## src/include/slice_pkg.sv

```systemverilog
// Behaviour
// - r operand muxes direct data or a-port
// - s operand from a-port, b-port or q
// - source field picks one of eight pairs
// - function field picks one of eight operations
// - nine control bits steer source, function, destination
// - result to q, scratchpad or output mux
// - carry input ignored by logical functions
// - arithmetic adds carry input to result
// - generate, propagate, carry-out, overflow for add/sub
// - q loads, shifts left/right, feeds s operand
// - source decode independent of function decode
// - overflow when msb carry in/out differ
// - zero detect when all result bits zero
// - q register loads on rising clock
// - bits six to eight pick destination code
package slice_pkg;

    localparam int DATA_W = 4;
    localparam int ADDR_W = 4;
    localparam int WORDS = 16;
    localparam int CTRL_W = 9;

    // control word field positions
    localparam int SRC_LSB = 0;
    localparam int FUNC_LSB = 3;
    localparam int DEST_LSB = 6;
    localparam int FIELD_W = 3;

    localparam logic [DATA_W-1:0] ZERO_WORD = 4'h0;
    localparam logic [DATA_W-1:0] Q_RESET = 4'h0;
    localparam logic [DATA_W-1:0] Y_RESET = 4'h0;

    typedef enum logic [2:0] {
        SRC_AQ = 3'b000,
        SRC_AB = 3'b001,
        SRC_ZQ = 3'b010,
        SRC_ZB = 3'b011,
        SRC_ZA = 3'b100,
        SRC_DA = 3'b101,
        SRC_DQ = 3'b110,
        SRC_DZ = 3'b111
    } src_type;

    typedef enum logic [2:0] {
        FN_ADD = 3'b000,
        FN_S_MINUS_R = 3'b001,
        FN_R_MINUS_S = 3'b010,
        FN_OR = 3'b011,
        FN_AND = 3'b100,
        FN_NOTR_AND = 3'b101,
        FN_XOR = 3'b110,
        FN_XNOR = 3'b111
    } func_type;

    typedef enum logic [2:0] {
        DST_QREG = 3'b000,
        DST_NOP = 3'b001,
        DST_RAMA = 3'b010,
        DST_RAMF = 3'b011,
        DST_RAMQD = 3'b100,
        DST_RAMD = 3'b101,
        DST_RAMQU = 3'b110,
        DST_RAMU = 3'b111
    } dest_type;

    function automatic logic is_logic(input func_type fn);
        return fn >= FN_OR;
    endfunction

endpackage

```

## src/include/alu_link_if.sv

```systemverilog
`timescale 1ns/1ns
interface alu_link_if;
    slice_pkg::func_type func;
    logic [slice_pkg::DATA_W-1:0] r;
    logic [slice_pkg::DATA_W-1:0] s;
    logic cin;
    logic [slice_pkg::DATA_W-1:0] f;
    logic gen_n;
    logic prop_n;
    logic cout;
    logic arith_overflow_flag;

    modport core (input func, input r, input s, input cin,
                  output f, output gen_n, output prop_n, output cout, output arith_overflow_flag);
    modport user (output func, output r, output s, output cin,
                  input f, input gen_n, input prop_n, input cout, input arith_overflow_flag);
endinterface

```

## src/design/bitslice_alu_source_function.sv

```systemverilog
`timescale 1ns/1ns
module bitslice_alu_source_function (
    input wire logic sys_clk_i,
    input wire logic resetn_i,
    input wire logic ce_i,
    input wire logic [slice_pkg::CTRL_W-1:0] ctrl_word_i,
    input wire logic [slice_pkg::ADDR_W-1:0] a_addr_i,
    input wire logic [slice_pkg::ADDR_W-1:0] b_addr_i,
    input wire logic [slice_pkg::DATA_W-1:0] direct_data_i,
    input wire logic carry_i,
    input wire logic ram_lo_i,
    input wire logic ram_hi_i,
    input wire logic q_lo_i,
    input wire logic q_hi_i,
    output logic ram_lo_o,
    output logic ram_lo_oe_n_o,
    output logic ram_hi_o,
    output logic ram_hi_oe_n_o,
    output logic q_lo_o,
    output logic q_lo_oe_n_o,
    output logic q_hi_o,
    output logic q_hi_oe_n_o,
    output logic [slice_pkg::DATA_W-1:0] slice_data_output_o,
    output logic sign_o,
    output logic zero_detect_o,
    output logic carry_out_o,
    output logic arith_overflow_flag_o,
    output logic gen_n_o,
    output logic prop_n_o
);
    localparam int W = slice_pkg::DATA_W;

    ////////////////////////////////////////////////////////////////////////////
    // control word fields

    slice_pkg::src_type src;
    slice_pkg::func_type func;
    slice_pkg::dest_type dest;

    assign src = slice_pkg::src_type'(ctrl_word_i[slice_pkg::SRC_LSB +: slice_pkg::FIELD_W]);
    assign func = slice_pkg::func_type'(ctrl_word_i[slice_pkg::FUNC_LSB +: slice_pkg::FIELD_W]);
    assign dest = slice_pkg::dest_type'(ctrl_word_i[slice_pkg::DEST_LSB +: slice_pkg::FIELD_W]);

    ////////////////////////////////////////////////////////////////////////////
    // operands

    logic [W-1:0] q_reg;
    logic [W-1:0] a_word;
    logic [W-1:0] b_word;
    logic [W-1:0] r_op;
    logic [W-1:0] s_op;
    logic [W-1:0] ram_wr_data;
    logic ram_wr_en;

    // source decode looks only at its own field
    wire r_from_d = (src == slice_pkg::SRC_DA) || (src == slice_pkg::SRC_DQ)
        || (src == slice_pkg::SRC_DZ);
    wire r_from_a = (src == slice_pkg::SRC_AQ) || (src == slice_pkg::SRC_AB);
    wire s_from_q = (src == slice_pkg::SRC_AQ) || (src == slice_pkg::SRC_ZQ)
        || (src == slice_pkg::SRC_DQ);
    wire s_from_b = (src == slice_pkg::SRC_AB) || (src == slice_pkg::SRC_ZB);
    wire s_from_a = (src == slice_pkg::SRC_ZA) || (src == slice_pkg::SRC_DA);

    assign r_op = r_from_d ? direct_data_i
        : r_from_a ? a_word : slice_pkg::ZERO_WORD;
    assign s_op = s_from_q ? q_reg
        : s_from_b ? b_word
        : s_from_a ? a_word : slice_pkg::ZERO_WORD;

    slice_scratchpad u_pad (
        .sys_clk_i(sys_clk_i),
        .ce_i(ce_i),
        .wr_en_i(ram_wr_en),
        .a_addr_i(a_addr_i),
        .b_addr_i(b_addr_i),
        .wr_data_i(ram_wr_data),
        .a_word_o(a_word),
        .b_word_o(b_word)
    );

    alu_link_if lnk ();

    assign lnk.func = func;
    assign lnk.r = r_op;
    assign lnk.s = s_op;
    assign lnk.cin = carry_i;

    slice_alu_core u_alu (
        .lnk(lnk.core)
    );

    ////////////////////////////////////////////////////////////////////////////
    // destination decode

    wire [W-1:0] f = lnk.f;
    wire shift_down = (dest == slice_pkg::DST_RAMQD) || (dest == slice_pkg::DST_RAMD);
    wire shift_up = (dest == slice_pkg::DST_RAMQU) || (dest == slice_pkg::DST_RAMU);
    wire q_load = (dest == slice_pkg::DST_QREG) || (dest == slice_pkg::DST_RAMQD)
        || (dest == slice_pkg::DST_RAMQU);
    wire y_from_a = (dest == slice_pkg::DST_RAMA);
    wire q_lo_drive = shift_down;
    wire q_hi_drive = shift_up;

    assign ram_wr_en = dest >= slice_pkg::DST_RAMA;
    assign ram_wr_data = shift_down ? {ram_hi_i, f[W-1:1]}
        : shift_up ? {f[W-2:0], ram_lo_i} : f;

    wire [W-1:0] next_q = (dest == slice_pkg::DST_RAMQD) ? {q_hi_i, q_reg[W-1:1]}
        : (dest == slice_pkg::DST_RAMQU) ? {q_reg[W-2:0], q_lo_i} : f;
    wire [W-1:0] next_y = y_from_a ? a_word : f;

    ////////////////////////////////////////////////////////////////////////////
    // q register, rising edge, frozen while clock enable is low

    always_ff @(posedge sys_clk_i or negedge resetn_i) begin
        if (!resetn_i) begin
            q_reg <= slice_pkg::Q_RESET;
        end else if (ce_i && q_load) begin
            q_reg <= next_q;
        end
    end

    ////////////////////////////////////////////////////////////////////////////
    // output stage: all outputs registered, so flags lag the control word by one edge

    always_ff @(posedge sys_clk_i or negedge resetn_i) begin
        if (!resetn_i) begin
            slice_data_output_o <= slice_pkg::Y_RESET;
            sign_o <= 1'b0;
            zero_detect_o <= 1'b0;
            carry_out_o <= 1'b0;
            arith_overflow_flag_o <= 1'b0;
            gen_n_o <= 1'b1;
            prop_n_o <= 1'b1;
        end else if (ce_i) begin
            slice_data_output_o <= next_y;
            sign_o <= f[W-1];
            zero_detect_o <= (f == slice_pkg::ZERO_WORD);
            carry_out_o <= lnk.cout;
            arith_overflow_flag_o <= lnk.arith_overflow_flag;
            gen_n_o <= lnk.gen_n;
            prop_n_o <= lnk.prop_n;
        end
    end

    // shift pins: enable low while driving; a neighbour sees them one edge late
    always_ff @(posedge sys_clk_i or negedge resetn_i) begin
        if (!resetn_i) begin
            ram_lo_o <= 1'b0;
            ram_hi_o <= 1'b0;
            q_lo_o <= 1'b0;
            q_hi_o <= 1'b0;
            ram_lo_oe_n_o <= 1'b1;
            ram_hi_oe_n_o <= 1'b1;
            q_lo_oe_n_o <= 1'b1;
            q_hi_oe_n_o <= 1'b1;
        end else if (ce_i) begin
            ram_lo_o <= f[0];
            ram_hi_o <= f[W-1];
            q_lo_o <= q_reg[0];
            q_hi_o <= q_reg[W-1];
            ram_lo_oe_n_o <= !shift_down;
            ram_hi_oe_n_o <= !shift_up;
            q_lo_oe_n_o <= !q_lo_drive;
            q_hi_oe_n_o <= !q_hi_drive;
        end
    end
endmodule

```

## src/design/slice_scratchpad.sv

```systemverilog
`timescale 1ns/1ns
module slice_scratchpad (
    input wire logic sys_clk_i,
    input wire logic ce_i,
    input wire logic wr_en_i,
    input wire logic [slice_pkg::ADDR_W-1:0] a_addr_i,
    input wire logic [slice_pkg::ADDR_W-1:0] b_addr_i,
    input wire logic [slice_pkg::DATA_W-1:0] wr_data_i,
    output logic [slice_pkg::DATA_W-1:0] a_word_o,
    output logic [slice_pkg::DATA_W-1:0] b_word_o
);
    logic [slice_pkg::DATA_W-1:0] mem [slice_pkg::WORDS];

    // read before write: both ports show the old word until the edge
    assign a_word_o = mem[a_addr_i];
    assign b_word_o = mem[b_addr_i];

    // storage has no reset, contents are undefined until written
    always_ff @(posedge sys_clk_i) begin
        if (ce_i && wr_en_i) begin
            mem[b_addr_i] <= wr_data_i;
        end
    end
endmodule

```

## src/design/slice_alu_core.sv

```systemverilog
`timescale 1ns/1ns
module slice_alu_core (
    alu_link_if.core lnk
);
    localparam int W = slice_pkg::DATA_W;

    wire sub_r = (lnk.func == slice_pkg::FN_S_MINUS_R);
    wire sub_s = (lnk.func == slice_pkg::FN_R_MINUS_S);
    wire [W-1:0] r_eff = sub_r ? ~lnk.r : lnk.r;
    wire [W-1:0] s_eff = sub_s ? ~lnk.s : lnk.s;
    wire [W:0] sum = {1'b0, r_eff} + {1'b0, s_eff} + {{W{1'b0}}, lnk.cin};
    wire [W-1:0] low = {1'b0, r_eff[W-2:0]} + {1'b0, s_eff[W-2:0]} + {{(W-1){1'b0}}, lnk.cin};
    wire [W-1:0] gen_bit;
    wire [W-1:0] prop_bit;
    wire arith = !slice_pkg::is_logic(lnk.func);
    logic [W-1:0] logic_f;

    genvar i;
    generate
        for (i = 0; i < W; i++) begin : g_gp
            assign gen_bit[i] = r_eff[i] & s_eff[i];
            assign prop_bit[i] = r_eff[i] | s_eff[i];
        end
    endgenerate

    wire group_gen = gen_bit[3] | (prop_bit[3] & gen_bit[2])
        | (prop_bit[3] & prop_bit[2] & gen_bit[1])
        | (prop_bit[3] & prop_bit[2] & prop_bit[1] & gen_bit[0]);

    always_comb begin
        case (lnk.func)
            slice_pkg::FN_OR: logic_f = lnk.r | lnk.s;
            slice_pkg::FN_AND: logic_f = lnk.r & lnk.s;
            slice_pkg::FN_NOTR_AND: logic_f = ~lnk.r & lnk.s;
            slice_pkg::FN_XOR: logic_f = lnk.r ^ lnk.s;
            slice_pkg::FN_XNOR: logic_f = ~(lnk.r ^ lnk.s);
            default: logic_f = slice_pkg::ZERO_WORD;
        endcase
    end

    // logic path never looks at the carry input
    assign lnk.f = arith ? sum[W-1:0] : logic_f;
    assign lnk.cout = arith & sum[W];
    assign lnk.arith_overflow_flag = arith & (low[W-1] ^ sum[W]);
    assign lnk.gen_n = arith ? ~group_gen : 1'b1;
    assign lnk.prop_n = arith ? ~(&prop_bit) : 1'b1;
endmodule

```

## config.mk

```make
export PLATFORM = sky130hd
export DESIGN_NAME = bitslice_alu_source_function
export DESIGN_NICKNAME = d
export VERILOG_FILES = /design/src/include/slice_pkg.sv /design/src/include/alu_link_if.sv /design/src/design/bitslice_alu_source_function.sv /design/src/design/slice_scratchpad.sv /design/src/design/slice_alu_core.sv
export SDC_FILE = /design/constraint.sdc
export NUM_CORES = 1
export LEC_CHECK = 0
export ABC_CLOCK_PERIOD_IN_PS = 9200
export BUFFER_PORTS_ARGS = -buffer_cell sky130_fd_sc_hd__buf_2
export CAP_MARGIN = 10
export CORE_MARGIN = 5
export CORE_UTILIZATION = 61
export CTS_CLUSTER_SIZE = 40
export DETAILED_ROUTE_END_ITERATION = 8
export PLACE_DENSITY = 0.81
export SLEW_MARGIN = 40
export SYNTH_ARGS = -nofsm -noshare
export SYNTH_HDL_FRONTEND = slang
export SYNTH_SLANG_ARGS = --single-unit
```

## constraint.sdc

```tcl
create_clock -name sys_clk_i -period 9.2 [get_ports sys_clk_i]
set_clock_uncertainty 0.15 [all_clocks]
set_input_delay 1.84 -clock sys_clk_i [delete_from_list [all_inputs] [get_ports sys_clk_i]]
set_output_delay 1.84 -clock sys_clk_i [all_outputs]
set_load 0.1 [all_outputs]
```

==> Word-level counts from Yosys, hierarchy flattened <==
Memories as Yosys holds them, arrays and structs flattened.
Cells that the tools add are included.
{ "totals": {"regBits": 19, "mem_bits_rw": 64, "output_inout_bits": 18, "wordCells": 105, "n_memories": 1} }
{ "memory_table": {"columns": ["memory", "depth", "word_bits", "read_ports", "rd_clocked_by_memory_dff", "wr", "line_no", "rtl"], "rows": [
  ["u_pad.mem", 16, 4, 2, 0, 1, "slice_scratchpad.sv:12", "logic [slice_pkg::DATA_W-1:0] mem [slice_pkg::WORDS];"]
]} }
{ "op_classes": {"add_sub_neg": 4, "magnitude_cmp": 2, "n_eq_ne": 19, "mux": 18, "bitwise": 28, "reduce_logical": 20} }
{ "ops": {"columns": ["cell", "n"], "rows": [
  ["two-way mux 4 bit", 13],
  ["equality test 3 bit, second input constant", 12],
  ["case mux 4 bit (5 select lines)", 1],
  ["equality test 3 x 2 -> 1 bit, second input constant", 5],
  ["inverter 4 bit", 3],
  ["AND 1 bit", 11],
  ["logical OR 1 bit", 11],
  ["AND 4 bit", 2],
  ["OR 1 bit", 7],
  ["equality test 3 x 1 -> 1 bit, second input constant", 2],
  [">= comparator 3 x 2 -> 1 bit, second input constant", 2],
  ["logical NOT 3 bit", 2],
  ["adder 4 x 4 -> 5 bit", 1],
  ["adder 5 x 1 -> 5 bit", 1],
  ["adder 3 x 3 -> 4 bit", 1],
  ["adder 4 x 1 -> 4 bit", 1],
  ["logical NOT 4 bit", 1],
  ["two-way mux 1 bit", 4],
  ["OR 4 bit", 1],
  ["AND reduction 4 bit", 1],
  ["XOR 4 bit", 1],
  ["logical NOT 1 bit", 3],
  ["logical AND 1 bit", 2],
  ["inverter 1 bit", 2],
  ["XOR 1 bit", 1]
]} }

==> Depth between registers and ports, before layout <==
{ "depth": {"depth_word": 14, "depth_mapped": 16, "depth_no_buf": 14} }

==> Cells and area by module <==
Synthesis repeated with hierarchy kept, for this count alone.
{ "unflattened": {"hier_cells": 373, "hier_area_um2": 4912.2} }
{ "modules_own_cells": {"columns": ["module", "instances", "cells_each", "area_per_inst_um2", "seq_area_each_um2"], "rows": [
  ["slice_scratchpad", 1, 168, 3080.5, 1921.8],
  ["bitslice_alu_source_function", 1, 114, 1167.4, 480.5],
  ["slice_alu_core", 1, 91, 664.4, 0.0]
]} }

==> Least setup slack after synthesis <==
OpenSTA, ideal clock, no wires.
{ "synth_path": {"path_type": "input -> register", "startpoint": "in b_addr_i[0] (netlist name)", "endpoint": "mem u_pad.mem[0][1] (netlist name) (data pin)", "arrival_ps": 5685, "required_time_ps": 8756, "slack_ps": 3071, "path_stages": 15, "cell_sequence": "clkbuf_1 -> mux4_2 -> mux2i_1 -> nor2_1 -> a2111o_1 -> xnor2_1 -> inv_1 -> fa_1 -> fa_1 -> xor2_1 -> a22oi_1 -> o2111a_1 -> a22oi_1 -> o21ai_0 -> o22ai_1"} }
{ "synth_between": {"elab_chain_len": 10, "word_cells_on_any_way": 16} }
{ "synth_lines": {"columns": ["element", "line_no", "rtl"], "rows": [
  ["start, declared", "bitslice_alu_source_function.sv:8", "input wire logic [slice_pkg::ADDR_W-1:0] b_addr_i,"],
  ["memory read (16 x 4 bit) *", null, null],
  ["two-way mux 4 bit *", "bitslice_alu_source_function.sv:67", ": s_from_b ? b_word"],
  ["two-way mux 4 bit *", "bitslice_alu_source_function.sv:66", "assign s_op = s_from_q ? q_reg"],
  ["inverter 4 bit", "slice_alu_core.sv:10", "wire [W-1:0] s_eff = sub_s ? ~lnk.s : lnk.s;"],
  ["two-way mux 4 bit", "slice_alu_core.sv:10", null],
  ["adder 4 x 4 -> 5 bit", "slice_alu_core.sv:11", "wire [W:0] sum = {1'b0, r_eff} + {1'b0, s_eff} + {{W{1'b0}}, lnk.cin};"],
  ["adder 5 x 1 -> 5 bit", "slice_alu_core.sv:11", null],
  ["two-way mux 4 bit *", "slice_alu_core.sv:42", "assign lnk.f = arith ? sum[W-1:0] : logic_f;"],
  ["two-way mux 4 bit", "bitslice_alu_source_function.sv:106", ": shift_up ? {f[W-2:0], ram_lo_i} : f;"],
  ["two-way mux 4 bit *", "bitslice_alu_source_function.sv:105", "assign ram_wr_data = shift_down ? {ram_hi_i, f[W-1:1]}"],
  ["net ram_wr_data[1]", "bitslice_alu_source_function.sv:52", "logic [W-1:0] ram_wr_data;"],
  ["end, declared", "slice_scratchpad.sv:12", null]
]} }
Mark *: on every way through the listed nets, which the timed path passes. The rest lies on a longest branch.

==> Worst setup path in the final report <==
{ "layout_path": {"startpoint": "in a_addr_i[2] (netlist name)", "endpoint": "mem u_pad.mem[13][3] (netlist name) (data pin)"} }
{ "layout_between": {"elab_chain_len": 11, "word_cells_on_any_way": 21} }
{ "layout_lines": {"columns": ["element", "line_no", "rtl"], "rows": [
  ["start, declared", "bitslice_alu_source_function.sv:7", "input wire logic [slice_pkg::ADDR_W-1:0] a_addr_i,"],
  ["memory read (16 x 4 bit) *", null, null],
  ["two-way mux 4 bit", "bitslice_alu_source_function.sv:68", ": s_from_a ? a_word : slice_pkg::ZERO_WORD;"],
  ["two-way mux 4 bit", "bitslice_alu_source_function.sv:67", null],
  ["two-way mux 4 bit", "bitslice_alu_source_function.sv:66", null],
  ["inverter 4 bit", "slice_alu_core.sv:10", null],
  ["two-way mux 4 bit", "slice_alu_core.sv:10", null],
  ["adder 4 x 4 -> 5 bit", "slice_alu_core.sv:11", null],
  ["adder 5 x 1 -> 5 bit", "slice_alu_core.sv:11", null],
  ["two-way mux 4 bit *", "slice_alu_core.sv:42", null],
  ["two-way mux 4 bit *", "bitslice_alu_source_function.sv:106", null],
  ["two-way mux 4 bit *", "bitslice_alu_source_function.sv:105", null],
  ["net ram_wr_data[3]", "bitslice_alu_source_function.sv:52", null]
]} }
Marks and branches as above.

==> summary.txt <==
Chip Height: 99.77 µm
RSZ-0062 raised after global routing: no
worst path arrival time: 6.49 ns
Fmax: 152.0 MHz
cell taking the most area after synthesis: edfxtp_1
worst skew pair latency: 0.35 ns
Hold Buf Count CTS: 0
DRC viols: 0
Finished Layout Cells: 525
first-pass GRT wire length: 18.49 mm
die area: 9954 µm²
port bufs: 46
Hold Crit Class: reg2reg
Placer Congestion: 0.8564
Sw Pwr: 0.3950 mW
Core ar.: 7807 µm²
CP max stage delay: 0.56 ns
Iteration-0 DRC Markers: 308
max cap viols: 0
n_diodes: 0
synthesized net count: 429
vias per cell: 6.678
Post-CTS Setup Inserts: 0
critical path type: in2reg
DR WL/cell: 22.73 µm
Setup TNS Final: 0 ns
Final period util: 0.7151
Crit path max-delay family: compound AO/OA/AOI/OAI gates
CTS resizes: 0
Net Sw Frac: 0.3716
Pwr per Cell Area: 198.3 nW/µm²
Mapped Avg Cell Area: 12.74 µm²
DP Wirelength: 8.769 mm
largest net degree at the start of global routing: 24
ANT nets after route: 0
Crit. End Element: register
post-synth top area share: 0.3909
CTS Root Cell: clkbuf_8
Pwr Total: 1.063 mW
Syn Inst Count: 386
Synth Register Bits: 83
crit-path max FO: 16
I/O pin total: 47
Die Wd: 99.77 µm
Ys Warns: 0
clk sinks: 83
top cells by area, synth: edfxtp_1, mux4_2, dfrtp_1
initial antenna violation count: 0
final hold violation count: 0
max_slew headroom: 0.5072
minimum clock period: 6.579 ns
Pleak: 2.058 nW
Req. time, crit path: 9.11 ns
WL final: 11.93 mm
Clock Power Share: 0.238
Reg clk slew, reported paths: 0.09 ns
cell area after synthesis: 4916 µm²
CTS tree: yes
final setup fails: 0
vias in the first global route: 3451
asr flop ratio synth: 0.2289
Post-synth EDFFs: 64
row count: 32
Slowest-stage cell, CP: mux4_2
Pint: 0.6678 mW
initial core utilization: 0.6296
Yosys cell types: 54
H-tree levels: 3
sequential-to-total area share from yosys stat: 0.4887
number of flip-flops under the largest register name: 64
peak supply drop: 0.0001354 V
Comb power frac: 0.327
post-placement cell count: 509
Area growth, synth to finish: 9.010%
via count: 3506
Num CTS Buffers: 9
WP buf/inv: 2
status: finished clean
drt pass-1 iters: 6
power share of the sequential group: 0.436
ys flop type: edfxtp_1
Worst-Margin Slew: 0.7376 ns
Nets: 461
crit path launch type: input port
Slew Limit Fails: 0
gr usage total: 0.2479
crit path cell chain: buf_2 -> mux4_2 -> mux2i_1 -> mux2i_1 -> a2111o_1 -> xnor2_1 -> inv_1 -> fa_1 -> fa_1 -> xor2_1 -> a22oi_1 -> o2111a_1 -> a22oi_1 -> a21oi_1 -> a21oi_2
overflow left after global routing: 0
layout cell share with drive strength beyond 1: 0.2600
Clock Path Buffers: 2
==> placed cells by master, fill, tap and decap left out, types with 3 or more instances in the layout <==
cell        n
dfrtp_1    15
nand2b_1    6
a2111o_1    3
a221o_1     3
and2_1      7
or3_1       5
inv_1      19
o21ai_0    13
xor2_1      9
nor3_2      3
mux2i_1    19
o2bb2ai_1   3
clkbuf_8    9
nor3_1      3
xnor2_1     6
or2_1       3
edfxtp_1   64
a21o_1      7
a31oi_1     3
a22oi_1     3
nor2_1     39
nand2_1    16
ha_1       12
nor2b_1     3
a21oi_1    15
o22ai_1     5
mux4_2     29
nor3b_1     3
a22o_1      5
dfstp_2     4
nand3b_1    4
o21ai_1     3
buf_2      46
==> power by group through the flow <==
stage	combinational (mW)	clock, mW	sequential [mW]
2_1_floorplan	0.175	0	0.566
3_3_place_gp	0.335	0	0.469
3_5_place_dp	0.345	0	0.470
4_1_cts	0.345	0.254	0.463
5_1_grt	0.369	0.274	0.466
6_report	0.347	0.253	0.463
==> synthesized netlist by cell type, types with 2 or more instances <==
cell / n
a2111o_1: 3
a21o_1: 7
a21oi_1: 16
a221o_1: 3
a22o_1: 5
a22oi_1: 3
a31oi_1: 3
a32o_1: 2
a41oi_2: 2
and2_1: 7
buf_2: 5
buf_4: 3
clkbuf_1: 14
dfrtp_1: 15
dfstp_2: 4
edfxtp_1: 64
fa_1: 2
ha_1: 12
inv_1: 19
mux2_2: 2
mux2i_1: 19
mux4_1: 2
mux4_2: 29
nand2_1: 16
nand2b_1: 6
nand3b_1: 4
nor2_1: 39
nor2b_1: 3
nor3_1: 6
nor3b_1: 3
o21ai_0: 13
o21ai_1: 4
o22ai_1: 6
o2bb2ai_1: 3
o31ai_1: 2
or2_1: 3
or2_2: 2
or3_1: 5
or3b_2: 2
xnor2_1: 6
xor2_1: 9
==> cell type report <==
cell class              count  area, µm²
multi-input cells         258       2338
clock buffers              11      131.4
repair buffers             46      230.2
inverters                  20      75.07
clock inverters             5      53.80
flip-flops and latches     83       2402
fillers                   560       2449
well taps                 102      127.6
==> worst register-to-register path: stages (launching register included) <==
cell      delay (ns)
edfxtp_1        0.42
mux4_2          0.47
mux2i_1         0.20
mux2i_1         0.13
a2111o_1        0.49
xnor2_1         0.22
inv_1           0.11
fa_1            0.43
fa_1            0.41
xor2_1          0.16
a22oi_1         0.11
o2111a_1        0.18
a22oi_1         0.56
a21oi_1         0.17
a21oi_2         0.52
==> worst paths after layout <==
path,start,endpoint,slack (ns),cells after the start
max,a_addr_i[2],u_pad.mem[13][3]$_DFFE_PP_,2.62,15
min,prop_n_o$_DFFE_PN1P_,prop_n_o$_DFFE_PN1P_,0.34,2
max reg2reg,u_pad.mem[2][0]$_DFFE_PP_,u_pad.mem[13][3]$_DFFE_PP_,4.18,14
min reg2reg,prop_n_o$_DFFE_PN1P_,prop_n_o$_DFFE_PN1P_,0.34,2
max in group asynchronous,resetn_i,ram_hi_oe_n_o$_DFFE_PN1P_,7.30,1
min in group asynchronous,resetn_i,ram_hi_o$_DFFE_PN0P_,1.25,1
==> per-stage QoR <==
stage	hold WS (ns)	util	instance area [µm²]	setup slack, ns
after floorplan	0.3532	-	4916	3.071
after global placement	0.3194	0.6582	5139	2.136
after detailed placement	0.3323	0.6609	5160	2.331
after CTS	0.3460	0.6846	5345	2.678
after global routing	0.3711	0.6864	5359	2.207
final	0.3431	0.6864	5359	2.621
==> layer usage <==
| metal | up-vias | routed length [µm] | GRT usage | part of all wire |
|---|---|---|---|---|
| met5 | - | 0 | 0 | 0 |
| met4 | 0 | 432 | 0.1113 | 0.036 |
| met3 | 50 | 1038 | 0.06046 | 0.087 |
| met2 | 227 | 6208 | 0.4289 | 0.52 |
| met1 | 1695 | 4251 | 0.2929 | 0.36 |
| li1 | 1534 | - | - | - |
==> cells by family after synthesis <==
kind of cell,count (synthesis),share of synthesized area
XOR/XNOR,15,0.02673
AND/OR/NAND/NOR,98,0.09825
adder cells (fa/ha/maj),14,0.03869
flip-flops,83,0.4887
multiplexers,52,0.1868
AO/OA/AOI/OAI,79,0.1181
buffers and inverters,45,0.04276
Power figures use the tool's default switching activity.
